[src/core/tcl_regs.vh]
// Constants for the tool changer lock sequencer: register map and timing.
// Assumes a 50 MHz clock and an AXI4-Lite register bus with 32-bit data.
//
// Notes on behaviour
// - Commands in, status out, all active high.
// - After power-up hold still until commanded.
// - Accepted command drives mechanism to completion.
// - Commands shorter than 50 ms are ignored.
// - Every transition finishes within one second.
// - Proximity input is not used here.
// - Repeated command in same position ignored.
// - Unhomed release uses current method, sets zero.
// - Homed release positions, retries once, aborts.
// - Unhomed lock uses current method.
// - Homed lock positions, retries twice, aborts.
// - Home established on first release.
// - Locked at power-up retightens, reports engaged.
// - Extended without tool and no holding force reports neither status.
// - Holding force applied while locked.
`ifndef TCL_REGS_VH
`define TCL_REGS_VH

`define TCL_ADDR_CTRL        4'h0
`define TCL_ADDR_STATUS      4'h4
`define TCL_ADDR_POS         4'h8
`define TCL_ADDR_TOL         4'hC

`define TCL_CTRL_HOLD_BIT    0
`define TCL_CTRL_RESET       32'h0000_0001
`define TCL_TOL_RESET        16'h0010
`define TCL_UNLOCK_POS       16'h0000
`define TCL_LOCK_POS         16'h0800

`define TCL_CLK_HZ           50000000
`define TCL_MIN_CMD_MS       50
`define TCL_MAX_MOVE_MS      1000
`define TCL_MIN_CMD_CYC      ((`TCL_CLK_HZ / 1000) * `TCL_MIN_CMD_MS)
`define TCL_MAX_MOVE_CYC     ((`TCL_CLK_HZ / 1000) * `TCL_MAX_MOVE_MS)
`define TCL_LOCK_RETRIES     2'd2
`define TCL_UNLOCK_RETRIES   2'd1

`endif

[src/core/tcl_cmd_filter.v]
// Command qualifier: synchronises one command pin and passes it on once it
// has stood high for the minimum width.
// Assumes the pin is asynchronous to aclk.
`timescale 1ns/1ns
`default_nettype none
module tcl_cmd_filter #(
  parameter [31:0] MIN_CYC = 32'd2500000
) (
  input  wire aclk,
  input  wire aresetn,
  input  wire pin,
  output reg  valid_reg
);
  reg        sync1_reg;
  reg        sync2_reg;
  reg [31:0] cnt_reg;

  always @(posedge aclk) begin
    if (!aresetn) begin
      sync1_reg <= 1'b0;
      sync2_reg <= 1'b0;
      cnt_reg   <= 32'h0000_0000;
      valid_reg <= 1'b0;
    end else begin
      sync1_reg <= pin;
      sync2_reg <= sync1_reg;
      if (!sync2_reg) begin
        cnt_reg   <= 32'h0000_0000;
        valid_reg <= 1'b0;
      end else if (cnt_reg < MIN_CYC - 32'd1) begin
        cnt_reg <= cnt_reg + 32'd1;
      end else begin
        valid_reg <= 1'b1;
      end
    end
  end
endmodule
`default_nettype wire

[src/core/tcl_lock_seq.v]
// Lock and unlock sequencer for the tool changer motor controller.
// Assumes motor feedback (encoder count, stall flag, lock region sensor) on
// aclk, and command pins asynchronous to aclk.
//
// Implementation choices: the AXI4-Lite interface to the registers and the placing of the registers.
`timescale 1ns/1ns
`default_nettype none
`include "tcl_regs.vh"
module tcl_lock_seq #(
  parameter [31:0] MIN_CMD_CYC  = `TCL_MIN_CMD_CYC,
  parameter [31:0] MAX_MOVE_CYC = `TCL_MAX_MOVE_CYC
) (
  input  wire        aclk,
  input  wire        aresetn,
  input  wire        lock_cmd,
  input  wire        release_cmd,
  input  wire        proximity_ok,
  input  wire        lock_region,
  input  wire        extended_empty,
  input  wire        motor_stall,
  input  wire [15:0] enc_count,
  output reg         engaged_reg,
  output reg         released_reg,
  output reg         motor_en_reg,
  output reg         motor_dir_reg,
  output reg         motor_cur_mode_reg,
  output reg         motor_hold_reg,
  output reg  [15:0] motor_target_reg,
  output reg         enc_zero_reg,
  input  wire [3:0]  s_axi_awaddr,
  input  wire        s_axi_awvalid,
  output reg         s_axi_awready,
  input  wire [31:0] s_axi_wdata,
  input  wire [3:0]  s_axi_wstrb,
  input  wire        s_axi_wvalid,
  output reg         s_axi_wready,
  output reg  [1:0]  s_axi_bresp,
  output reg         s_axi_bvalid,
  input  wire        s_axi_bready,
  input  wire [3:0]  s_axi_araddr,
  input  wire        s_axi_arvalid,
  output reg         s_axi_arready,
  output reg  [31:0] s_axi_rdata,
  output reg  [1:0]  s_axi_rresp,
  output reg         s_axi_rvalid,
  input  wire        s_axi_rready
);
  localparam [5:0] ST_IDLE  = 6'b000001;
  localparam [5:0] ST_CUR   = 6'b000010;
  localparam [5:0] ST_POS   = 6'b000100;
  localparam [5:0] ST_CHECK = 6'b001000;
  localparam [5:0] ST_DONE  = 6'b010000;
  localparam [5:0] ST_ABORT = 6'b100000;

  localparam [1:0] LAST_NONE = 2'd0;
  localparam [1:0] LAST_LOCK = 2'd1;
  localparam [1:0] LAST_REL  = 2'd2;

  wire lock_ok;
  wire rel_ok;

  reg [5:0]  state_reg;
  reg        dir_lock_reg;
  reg        homed_reg;
  reg [1:0]  last_reg;
  reg [1:0]  tries_reg;
  reg [31:0] timer_reg;
  reg        timeout_reg;
  reg        abort_flag_reg;
  reg        lock_seen_reg;
  reg        lock_ok_d_reg;
  reg        rel_ok_d_reg;
  reg        pwr_chk_reg;
  reg        hold_en_reg;
  reg [15:0] tol_reg;
  reg        prox_s1_reg;
  reg        prox_s2_reg;

  reg        aw_hold_reg;
  reg [3:0]  aw_addr_reg;
  reg        w_hold_reg;
  reg [31:0] w_data_reg;
  reg [3:0]  w_strb_reg;

  // Distance between the encoder and a target, used by both move checks.
  function [15:0] abs_diff;
    input [15:0] a;
    input [15:0] b;
    begin
      abs_diff = (a > b) ? (a - b) : (b - a);
    end
  endfunction

  function in_tol;
    input [15:0] pos;
    input [15:0] tgt;
    input [15:0] tol;
    begin
      in_tol = (abs_diff(pos, tgt) <= tol);
    end
  endfunction

  tcl_cmd_filter #(.MIN_CYC(MIN_CMD_CYC)) u_lock_filt (
    .aclk      (aclk),
    .aresetn   (aresetn),
    .pin       (lock_cmd),
    .valid_reg (lock_ok)
  );

  tcl_cmd_filter #(.MIN_CYC(MIN_CMD_CYC)) u_rel_filt (
    .aclk      (aclk),
    .aresetn   (aresetn),
    .pin       (release_cmd),
    .valid_reg (rel_ok)
  );

  // proximity ignored: proximity_ok only reads back on the status word.

  // Rising edges of qualified commands start moves; one stroke per command.
  wire lock_rise = lock_ok & ~lock_ok_d_reg;
  wire rel_rise  = rel_ok & ~rel_ok_d_reg;
  wire [15:0] goal = dir_lock_reg ? `TCL_LOCK_POS : `TCL_UNLOCK_POS;

  always @(posedge aclk) begin
    if (!aresetn) begin
      state_reg          <= ST_IDLE;
      dir_lock_reg       <= 1'b0;
      homed_reg          <= 1'b0;
      last_reg           <= LAST_NONE;
      tries_reg          <= 2'd0;
      timer_reg          <= 32'h0000_0000;
      timeout_reg        <= 1'b0;
      abort_flag_reg     <= 1'b0;
      lock_ok_d_reg      <= 1'b0;
      rel_ok_d_reg       <= 1'b0;
      pwr_chk_reg        <= 1'b1;
      lock_seen_reg      <= 1'b0;
      engaged_reg        <= 1'b0;
      released_reg       <= 1'b0;
      motor_en_reg       <= 1'b0;
      motor_dir_reg      <= 1'b0;
      motor_cur_mode_reg <= 1'b0;
      motor_hold_reg     <= 1'b0;
      motor_target_reg   <= 16'h0000;
      enc_zero_reg       <= 1'b0;
    end else begin
      lock_ok_d_reg <= lock_ok;
      rel_ok_d_reg  <= rel_ok;
      enc_zero_reg  <= 1'b0;
      lock_seen_reg <= lock_region;
      pwr_chk_reg   <= 1'b0;
      case (state_reg)
        ST_IDLE: begin
          motor_en_reg <= 1'b0;
          timer_reg    <= 32'h0000_0000;
          if (pwr_chk_reg && lock_region) begin
            dir_lock_reg       <= 1'b1;
            state_reg          <= ST_CUR;
            motor_en_reg       <= 1'b1;
            motor_dir_reg      <= 1'b1;
            motor_cur_mode_reg <= 1'b1;
            motor_hold_reg     <= 1'b0;
            engaged_reg        <= 1'b0;
            released_reg       <= 1'b0;
          end else if (lock_ok && rel_ok) begin
            state_reg <= ST_IDLE;
          end else if (lock_rise && !(engaged_reg && last_reg == LAST_LOCK)) begin
            dir_lock_reg   <= 1'b1;
            last_reg       <= LAST_LOCK;
            abort_flag_reg <= 1'b0;
            timeout_reg    <= 1'b0;
            motor_en_reg   <= 1'b1;
            motor_dir_reg  <= 1'b1;
            motor_hold_reg <= 1'b0;
            engaged_reg    <= 1'b0;
            released_reg   <= 1'b0;
            tries_reg      <= `TCL_LOCK_RETRIES;
            motor_target_reg <= `TCL_LOCK_POS;
            motor_cur_mode_reg <= ~homed_reg;
            state_reg          <= homed_reg ? ST_POS : ST_CUR;
          end else if (rel_rise && !(released_reg && last_reg == LAST_REL)) begin
            dir_lock_reg   <= 1'b0;
            last_reg       <= LAST_REL;
            abort_flag_reg <= 1'b0;
            timeout_reg    <= 1'b0;
            motor_en_reg   <= 1'b1;
            motor_dir_reg  <= 1'b0;
            motor_hold_reg <= 1'b0;
            engaged_reg    <= 1'b0;
            released_reg   <= 1'b0;
            tries_reg      <= `TCL_UNLOCK_RETRIES;
            motor_target_reg <= `TCL_UNLOCK_POS;
            motor_cur_mode_reg <= ~homed_reg;
            state_reg          <= homed_reg ? ST_POS : ST_CUR;
          end
          if (extended_empty && !motor_hold_reg) begin
            engaged_reg  <= 1'b0;
            released_reg <= 1'b0;
          end
        end
        ST_CUR: begin
          timer_reg <= timer_reg + 32'd1;
          if (motor_stall) begin
            motor_en_reg <= 1'b0;
            state_reg    <= ST_DONE;
            if (!dir_lock_reg) begin
              homed_reg    <= 1'b1;
              enc_zero_reg <= 1'b1;
            end
          end else if (timer_reg >= MAX_MOVE_CYC - 32'd1) begin
            timeout_reg <= 1'b1;
            state_reg   <= ST_ABORT;
          end
        end
        ST_POS: begin
          timer_reg <= timer_reg + 32'd1;
          if (motor_stall || in_tol(enc_count, goal, tol_reg)) begin
            motor_en_reg <= 1'b0;
            state_reg    <= ST_CHECK;
          end else if (timer_reg >= MAX_MOVE_CYC - 32'd1) begin
            timeout_reg <= 1'b1;
            state_reg   <= ST_ABORT;
          end
        end
        ST_CHECK: begin
          if (in_tol(enc_count, goal, tol_reg)) begin
            state_reg <= ST_DONE;
          end else if (tries_reg != 2'd0) begin
            tries_reg    <= tries_reg - 2'd1;
            motor_en_reg <= 1'b1;
            state_reg    <= ST_POS;
          end else begin
            state_reg <= ST_ABORT;
          end
        end
        ST_DONE: begin
          motor_hold_reg <= dir_lock_reg & hold_en_reg;
          engaged_reg    <= dir_lock_reg;
          released_reg   <= ~dir_lock_reg;
          state_reg      <= ST_IDLE;
        end
        ST_ABORT: begin
          motor_en_reg   <= 1'b0;
          abort_flag_reg <= 1'b1;
          last_reg       <= LAST_NONE;
          state_reg      <= ST_IDLE;
        end
        default: begin
          state_reg <= ST_IDLE;
        end
      endcase
    end
  end

  // AXI4-Lite slave: address and data taken in either order, one at a time.
  always @(posedge aclk) begin
    if (!aresetn) begin
      s_axi_awready <= 1'b0;
      s_axi_wready  <= 1'b0;
      s_axi_bvalid  <= 1'b0;
      s_axi_bresp   <= 2'b00;
      s_axi_arready <= 1'b0;
      s_axi_rvalid  <= 1'b0;
      s_axi_rresp   <= 2'b00;
      s_axi_rdata   <= 32'h0000_0000;
      aw_hold_reg   <= 1'b0;
      aw_addr_reg   <= 4'h0;
      w_hold_reg    <= 1'b0;
      w_data_reg    <= 32'h0000_0000;
      w_strb_reg    <= 4'h0;
      hold_en_reg   <= 1'b1;
      tol_reg       <= `TCL_TOL_RESET;
      prox_s1_reg   <= 1'b0;
      prox_s2_reg   <= 1'b0;
    end else begin
      s_axi_awready <= ~aw_hold_reg & ~s_axi_awready & ~s_axi_bvalid;
      s_axi_wready  <= ~w_hold_reg & ~s_axi_wready & ~s_axi_bvalid;
      prox_s1_reg   <= proximity_ok;
      prox_s2_reg   <= prox_s1_reg;
      if (s_axi_awvalid && s_axi_awready) begin
        aw_hold_reg   <= 1'b1;
        aw_addr_reg   <= s_axi_awaddr;
        s_axi_awready <= 1'b0;
      end
      if (s_axi_wvalid && s_axi_wready) begin
        w_hold_reg   <= 1'b1;
        w_data_reg   <= s_axi_wdata;
        w_strb_reg   <= s_axi_wstrb;
        s_axi_wready <= 1'b0;
      end
      if (aw_hold_reg && w_hold_reg && !s_axi_bvalid) begin
        aw_hold_reg  <= 1'b0;
        w_hold_reg   <= 1'b0;
        s_axi_bvalid <= 1'b1;
        s_axi_bresp  <= 2'b00;
        if (aw_addr_reg == `TCL_ADDR_CTRL) begin
          if (w_strb_reg[0]) begin
            hold_en_reg <= w_data_reg[`TCL_CTRL_HOLD_BIT];
          end
        end else if (aw_addr_reg == `TCL_ADDR_TOL) begin
          if (w_strb_reg[0]) begin
            tol_reg[7:0] <= w_data_reg[7:0];
          end
          if (w_strb_reg[1]) begin
            tol_reg[15:8] <= w_data_reg[15:8];
          end
        end else if (aw_addr_reg != `TCL_ADDR_STATUS &&
                     aw_addr_reg != `TCL_ADDR_POS) begin
          s_axi_bresp <= 2'b10;
        end
      end
      if (s_axi_bvalid && s_axi_bready) begin
        s_axi_bvalid <= 1'b0;
      end
      s_axi_arready <= ~s_axi_arready & ~s_axi_rvalid & s_axi_arvalid;
      if (s_axi_arvalid && s_axi_arready) begin
        s_axi_rvalid <= 1'b1;
        s_axi_rresp  <= 2'b00;
        case (s_axi_araddr)
          `TCL_ADDR_CTRL: begin
            s_axi_rdata <= {31'd0, hold_en_reg};
          end
          `TCL_ADDR_STATUS: begin
            s_axi_rdata <= {21'd0, timeout_reg, abort_flag_reg, prox_s2_reg,
                            lock_seen_reg, homed_reg, last_reg,
                            motor_hold_reg, state_reg == ST_IDLE,
                            engaged_reg, released_reg};
          end
          `TCL_ADDR_POS: begin
            s_axi_rdata <= {16'd0, enc_count};
          end
          `TCL_ADDR_TOL: begin
            s_axi_rdata <= {16'd0, tol_reg};
          end
          default: begin
            s_axi_rdata <= 32'h0000_0000;
            s_axi_rresp <= 2'b10;
          end
        endcase
      end
      if (s_axi_rvalid && s_axi_rready) begin
        s_axi_rvalid <= 1'b0;
      end
    end
  end
endmodule
`default_nettype wire

[config.mk]
export PLATFORM = sky130hd
export DESIGN_NAME = tcl_lock_seq
export DESIGN_NICKNAME = d
export VERILOG_FILES = /design/src/core/tcl_cmd_filter.v /design/src/core/tcl_lock_seq.v
export VERILOG_INCLUDE_DIRS = /design/src /design/src/core
export SDC_FILE = /design/constraint.sdc
export NUM_CORES = 1
export LEC_CHECK = 0
export ABC_AREA = 1
export BUFFER_PORTS_ARGS = -buffer_cell sky130_fd_sc_hd__buf_2
export CELL_PAD_IN_SITES_DETAIL_PLACEMENT = 1
export CELL_PAD_IN_SITES_GLOBAL_PLACEMENT = 1
export CORE_AREA = 2 2 160 162
export DETAILED_ROUTE_END_ITERATION = 16
export DIE_AREA = 0 0 162 164
export HOLD_SLACK_MARGIN = 0.12
export PLACE_DENSITY_LB_ADDON = 0.1
export SETUP_SLACK_MARGIN = 0.05
export SKIP_CTS_REPAIR_TIMING = 1
export SLEW_MARGIN = 15
export SYNTH_ARGS = -nofsm -noshare
export SYNTH_HDL_FRONTEND = slang
export SYNTH_SLANG_ARGS = --single-unit
export TNS_END_PERCENT = 20
[constraint.sdc]
create_clock -name aclk -period 3.48 [get_ports aclk]
set_input_delay 0.174 -clock aclk [delete_from_list [all_inputs] [get_ports aclk]]
set_output_delay 0.174 -clock aclk [all_outputs]
set_load 0.05 [all_outputs]
Word level (Yosys, flattened, before mapping)
Cells that the tools add are included.
{"block": "totals", "ff_bits": 226, "output_inout_bits": 64, "in_bits": 73}
{"block": "op_classes", "n_bitwise": 24, "eq_ne": 29, "n_reduce_logical": 53, "n_mux": 65, "addsub": 6, "magnitude_cmp": 5}
{"op": "32-bit by 1-bit adder with 32-bit output (second input constant)", "n": 3}
{"op": "32-bit by 22-bit less-than comparator with 1-bit output (second input constant)", "n": 2}
{"op": "16-bit case mux with 4 select lines", "n": 1}
{"op": "32-bit case mux with 2 select lines", "n": 1}
{"op": "6-bit 2-to-1 mux", "n": 9}
{"op": "16-bit 2-to-1 mux", "n": 3}
{"op": "32-bit by 26-bit greater-or-equal comparator with 1-bit output (second input constant)", "n": 1}
{"op": "2-bit 2-to-1 mux", "n": 14}
{"op": "1-bit 2-to-1 mux", "n": 26}
{"op": "6-bit case mux with 4 select lines", "n": 1}
{"op": "2-bit inequality test (second input constant)", "n": 9}
{"op": "3-bit AND reduction", "n": 6}
{"op": "16-bit by 12-bit greater-than comparator with 1-bit output", "n": 1}
{"op": "16-bit less-or-equal comparator", "n": 1}
{"op": "4-bit AND reduction", "n": 4}
{"op": "12-bit by 16-bit subtractor with 16-bit output", "n": 1}
{"op": "16-bit by 12-bit subtractor with 16-bit output", "n": 1}
{"op": "1-bit logical AND", "n": 15}
{"op": "1-bit inverter", "n": 15}
{"op": "4-bit == test (second input constant)", "n": 3}
{"op": "12-bit 2-to-1 mux", "n": 1}
{"op": "4-bit inequality test (second input constant)", "n": 3}
{"op": "6-bit AND reduction", "n": 2}
{"op": "2-bit nonzero test", "n": 6}
{"op": "28 further kinds", "n": 53}

Logic depth before layout (Yosys ltp)
{"block": "depth", "depth_word": 10, "ltp_mapped": 27, "ltp_nobuf": 27}

Hierarchy
A second synthesis with hierarchy kept.
{"block": "unflattened", "hier_cells": 1460, "hier_area_um2": 10075.9}
{"module": "tcl_lock_seq", "n_inst": 1, "area_per_inst_um2": 6530.0, "cells_per_inst": 932, "seq_area_each_um2": 2462.4}
{"module": "tcl_cmd_filter", "n_inst": 2, "area_per_inst_um2": 1773.0, "cells_per_inst": 264, "seq_area_each_um2": 700.7}

Worst setup path after synthesis
OpenSTA, ideal clock, no wires.
{"block": "synth_timing", "kind": "register -> register", "startpoint": "register dir_lock_reg", "endpoint": "register tries_reg[0]", "path_buffers": 0, "setup_slack_ns": 0.502, "arrival_time_ns": 2.851, "setup_ns": 0.127, "stages_incl_launch_ff": 20, "cell_sequence": "dfxtp_1 ha_1 inv_1 nor4_1 nand3_1 nand2_2 inv_2 nor2_1 xor2_1 inv_1 ha_1 nand2_1 nor3_1 nand4_1 nand2_1 nand2_1 nand3b_1 nand2_1 o21ai_0 nor2_1"}
{"block": "synth_via", "elab_chain_cells": 6}
{"item": "from (decl)", "line_no": "tcl_lock_seq.v:63", "source": "reg dir_lock_reg;"}
{"item": "from (signal assigned)", "line_no": "tcl_lock_seq.v:127", "source": "dir_lock_reg <= 1'b0;"}
{"item": "from (signal assigned)", "line_no": "tcl_lock_seq.v:157", "source": "dir_lock_reg <= 1'b1;"}
{"item": "from (signal assigned)", "line_no": "tcl_lock_seq.v:168", "source": "dir_lock_reg <= 1'b1;"}
{"item": "12-bit 2-to-1 mux (no line) *"}
{"item": "12-bit by 16-bit subtractor with 16-bit output (tied with other cells)", "line_no": "tcl_lock_seq.v:90", "source": "abs_diff = (a > b) ? (a - b) : (b - a);"}
{"item": "16-bit 2-to-1 mux *", "line_no": "tcl_lock_seq.v:90"}
{"item": "16-bit less-or-equal comparator *", "line_no": "tcl_lock_seq.v:99", "source": "in_tol = (abs_diff(pos, tgt) <= tol);"}
{"item": "2-bit inequality test (no line) *"}
{"item": "6-bit AND reduction (no line) *"}
{"item": "to (signal assigned)", "line_no": "tcl_lock_seq.v:177", "source": "tries_reg <= `TCL_LOCK_RETRIES;"}
{"item": "to (signal assigned)", "line_no": "tcl_lock_seq.v:191", "source": "tries_reg <= `TCL_UNLOCK_RETRIES;"}
{"item": "to (signal assigned)", "line_no": "tcl_lock_seq.v:229", "source": "tries_reg <= tries_reg - 2'd1;"}
{"item": "to (decl)", "line_no": "tcl_lock_seq.v:66", "source": "reg [1:0] tries_reg;"}
Mark *: on every way between the ends. The rest lies on a longest branch, timed or not.
A chain may end at the register's enable or synchronous reset.

Final worst setup path
Same ends and word-level chain as after synthesis.

==> flow_summary.toml <==
[run_status]
outcome = "completed"

[cells_and_area]
drive_gt1_share_pct = 13.6
mostFrequentLayoutCells = "nand2_1, dfxtp_1, inv_1"
n_antenna_cell = 0
area_growth_pct = 14.3
fillCellCount = 3237
mostFrequentLayoutCell = "nand2_1"
utilization_pct = 47.3
nets = 1633

[global_route]
grt_pass1_vias = 9386
antenna_found_initial = 1
grt_remaining_overflow = 0
grt_max_degree = 53
grt_pass1_wl_um = 45900
grt_use_total_pct = 21.2

[placement]
io_buffers = 85
dp_hpwl_um = 20800
place_ws_ns = 0.0276
gp_congestion = 0.833

[power]
vdd_drop_max_mv = 0.289
p_per_area_nw_per_um2 = 432
leakage_nw = 4.71
fin_total_pwr_w = 0.00508

[clocking]
root_buffer = "clkbuf_16"
clock_path_buffers = 2
cts_buffers = 17
cts.clk_slew.worst_paths_ns = 0.07
cts_tree = "done"
htreeDepth = 4
cts.sinks = 193
insertion_delay_ns = 0.44

[critical_path]
crit_required_ns = 3.81
timing.critical_path.arrival_ns = 3.53
crit_path_cell_trace = "ha_4 -> inv_1 -> nor4_1 -> nand3_1 -> nand2_2 -> buf_4 -> nand2_2 -> xor2_1 -> inv_1 -> ha_1 -> nand2_1 -> nor3_1 -> nand4_1 -> nand2_1 -> nand2_2 -> nand3b_1 -> nand2_1 -> o21ai_0 -> nor2_1"
end_kind = "register"
cp_top_family = "simple AND/OR/NAND/NOR gates"
rr_worst_depth = 19
path_buf_inv = 3
cp_slowest_cell = "dfxtp_2"
r2r-end = "tries_reg[0]"
cp_max_fo = 5
rrSetupSlack_ns = 0.28
critical_path_class = "register to register"
start_kind = "register"
slowest_delay_ns = 0.36
r2r_start = "dir_lock_reg"

[drt]
via_per_inst = 5.06
drt_iter0_drc = 397
drtAntennaViolNets = 0
wl_per_cell_um = 15.2
wirelength_um = 28500
dr.pass1.iters = 4
drc = 0
via_count = 9510

[floorplanning]
die_y_um = 164
start_util_pct = 41.4
core_um2 = 24800
rows = 58
fp.dieW_um = 162
pin_count = 137
die_area_um2 = 26600

[run]
cap_violations = 0

[timing]
fin_setup_tns_ns = 0
max_slew_margin_pct = 44.5
fin_ws_ns = 0.276
tightest_slew_ns = 0.832
slew_viol_final = 0
rsz0062_at_grt = "no"
finalHoldViolCount = 0
holdWs_ns = 0.0796
fmax_mhz = 312
period_needed_ns = 3.20
fin_skew_ns = 0.0133
setup_viol = 0
fin_crit_sh_pct = 92.1

[synthesis]
synth_seq_cells = 193
synth_cells = 1436
ys_types = 57
synth_edf_count = 0
syn_avg_cell_area_um2 = 7.16
seq_area_frac_synth_pct = 37.6
yosysTopAreaCell = "dfxtp_1"
yosysWarnings = 0
yosys-top-cells-area = "dfxtp_1, nand2_1, inv_1, nor2_1, a21oi_1"
ys_async_sr_fraction_pct = 0
synth_top_area_share_pct = 37.6
synth_flop_cell = "dfxtp_1"
syn-cell-area_um2 = 10300

[hold_path]
min_from = "s_axi_wstrb[1]"
hold_class = "primary input to register"
whs_path_depth = 3
min_to = "w_strb_reg[1]"
-- power breakdown --
group	total [W]	internal, W	switching [W]
combinational	0.000750	0.000204	0.000546
clock	0.00203	0.00114	0.000890
sequential	0.00230	0.00226	0.0000382
total	0.00508	0.00361	0.00147
-- Yosys cell counts (3+ instances only) --
cell type  count
o211ai_1       7
dfxtp_1      193
nand2_4        4
or2_2          3
o21ai_0       78
nor3_2        10
o22ai_1        8
nor4_2         3
a211oi_1       7
o21ai_1        3
nor2_2         6
nor4_1        21
o31ai_1        7
nor3_1        19
nand2_1      290
a21oi_2       18
xor2_1        40
a31oi_1        3
a21oi_1      108
nand4_1       31
ha_1          24
nor2_4         3
nor2_1       162
o21a_1         3
inv_2          5
o221ai_1       6
nand3b_1       4
buf_4         39
buf_2          6
nand2_2       17
nand3_1       58
clkbuf_1      24
xnor2_1       12
buf_6          3
inv_1        184
-- layer usage --
metal | GRT usage (%) | vias to the layer above | wire length, um
met4 | 5.59 | 0 | 425
li1 | - | 4800 | -
met3 | 2.88 | 28 | 679
met1 | 26.7 | 4568 | 13200
met2 | 38.1 | 114 | 14200
met5 | 0 | - | 0
-- metrics by stage --
stage,cells,instance area [um^2]
detailed placement,1817,10800
global placement,1817,10800
floorplan,1468,10400
finish,1878,11700
CTS,1848,11400
global route,1878,11700
-- tightest hold or removal path, cell delays in order --
cell and delay [ns]:
buf_2 0.08, o21ai_0 0.11, nor2_1 0.11
-- worst max-delay path by stage --
| stage | start | end | slack (ns) | depth (start not counted) |
|---|---|---|---|---|
| 6_report | dir_lock_reg | tries_reg[0] | 0.28 | 19 |
| 4_1_cts | dir_lock_reg | tries_reg[0] | 0.14 | 19 |
| 2_1_floorplan | dir_lock_reg | tries_reg[0] | 0.50 | 19 |
| 5_1_grt | dir_lock_reg | tries_reg[0] | 0.07 | 24 |
| 3_3_place_gp | enc_count[0] | tries_reg[0] | 0.15 | 23 |
| 3_5_place_dp | enc_count[0] | tries_reg[0] | 0.03 | 23 |
-- cells by family (layout without fill, tap and decap cells) --
family,after synthesis,after routing,share of synthesized area (%)
adders and majority gates,24,24,2.92
AOI/OAI and AO/OA,257,257,14.6
and+or+nand+nor,643,643,28.7
xor gates and xnor gates,52,52,4.43
other,1,33,0.0365
DFF,193,193,37.6
buffers and inverters,266,346,11.7
-- layout make-up --
type,count,area (um^2),share of cell area (%)
Sequential cell,193,3860,32.9
Clock inverter,9,119,1.01
Tap cell,330,413,3.51
Inverter,191,722,6.14
Clock buffer,22,484,4.12
Multi-Input combinational cell,1009,5360,45.6
Timing Repair Buffer,124,791,6.73
Power figures use the tool's default switching activity.
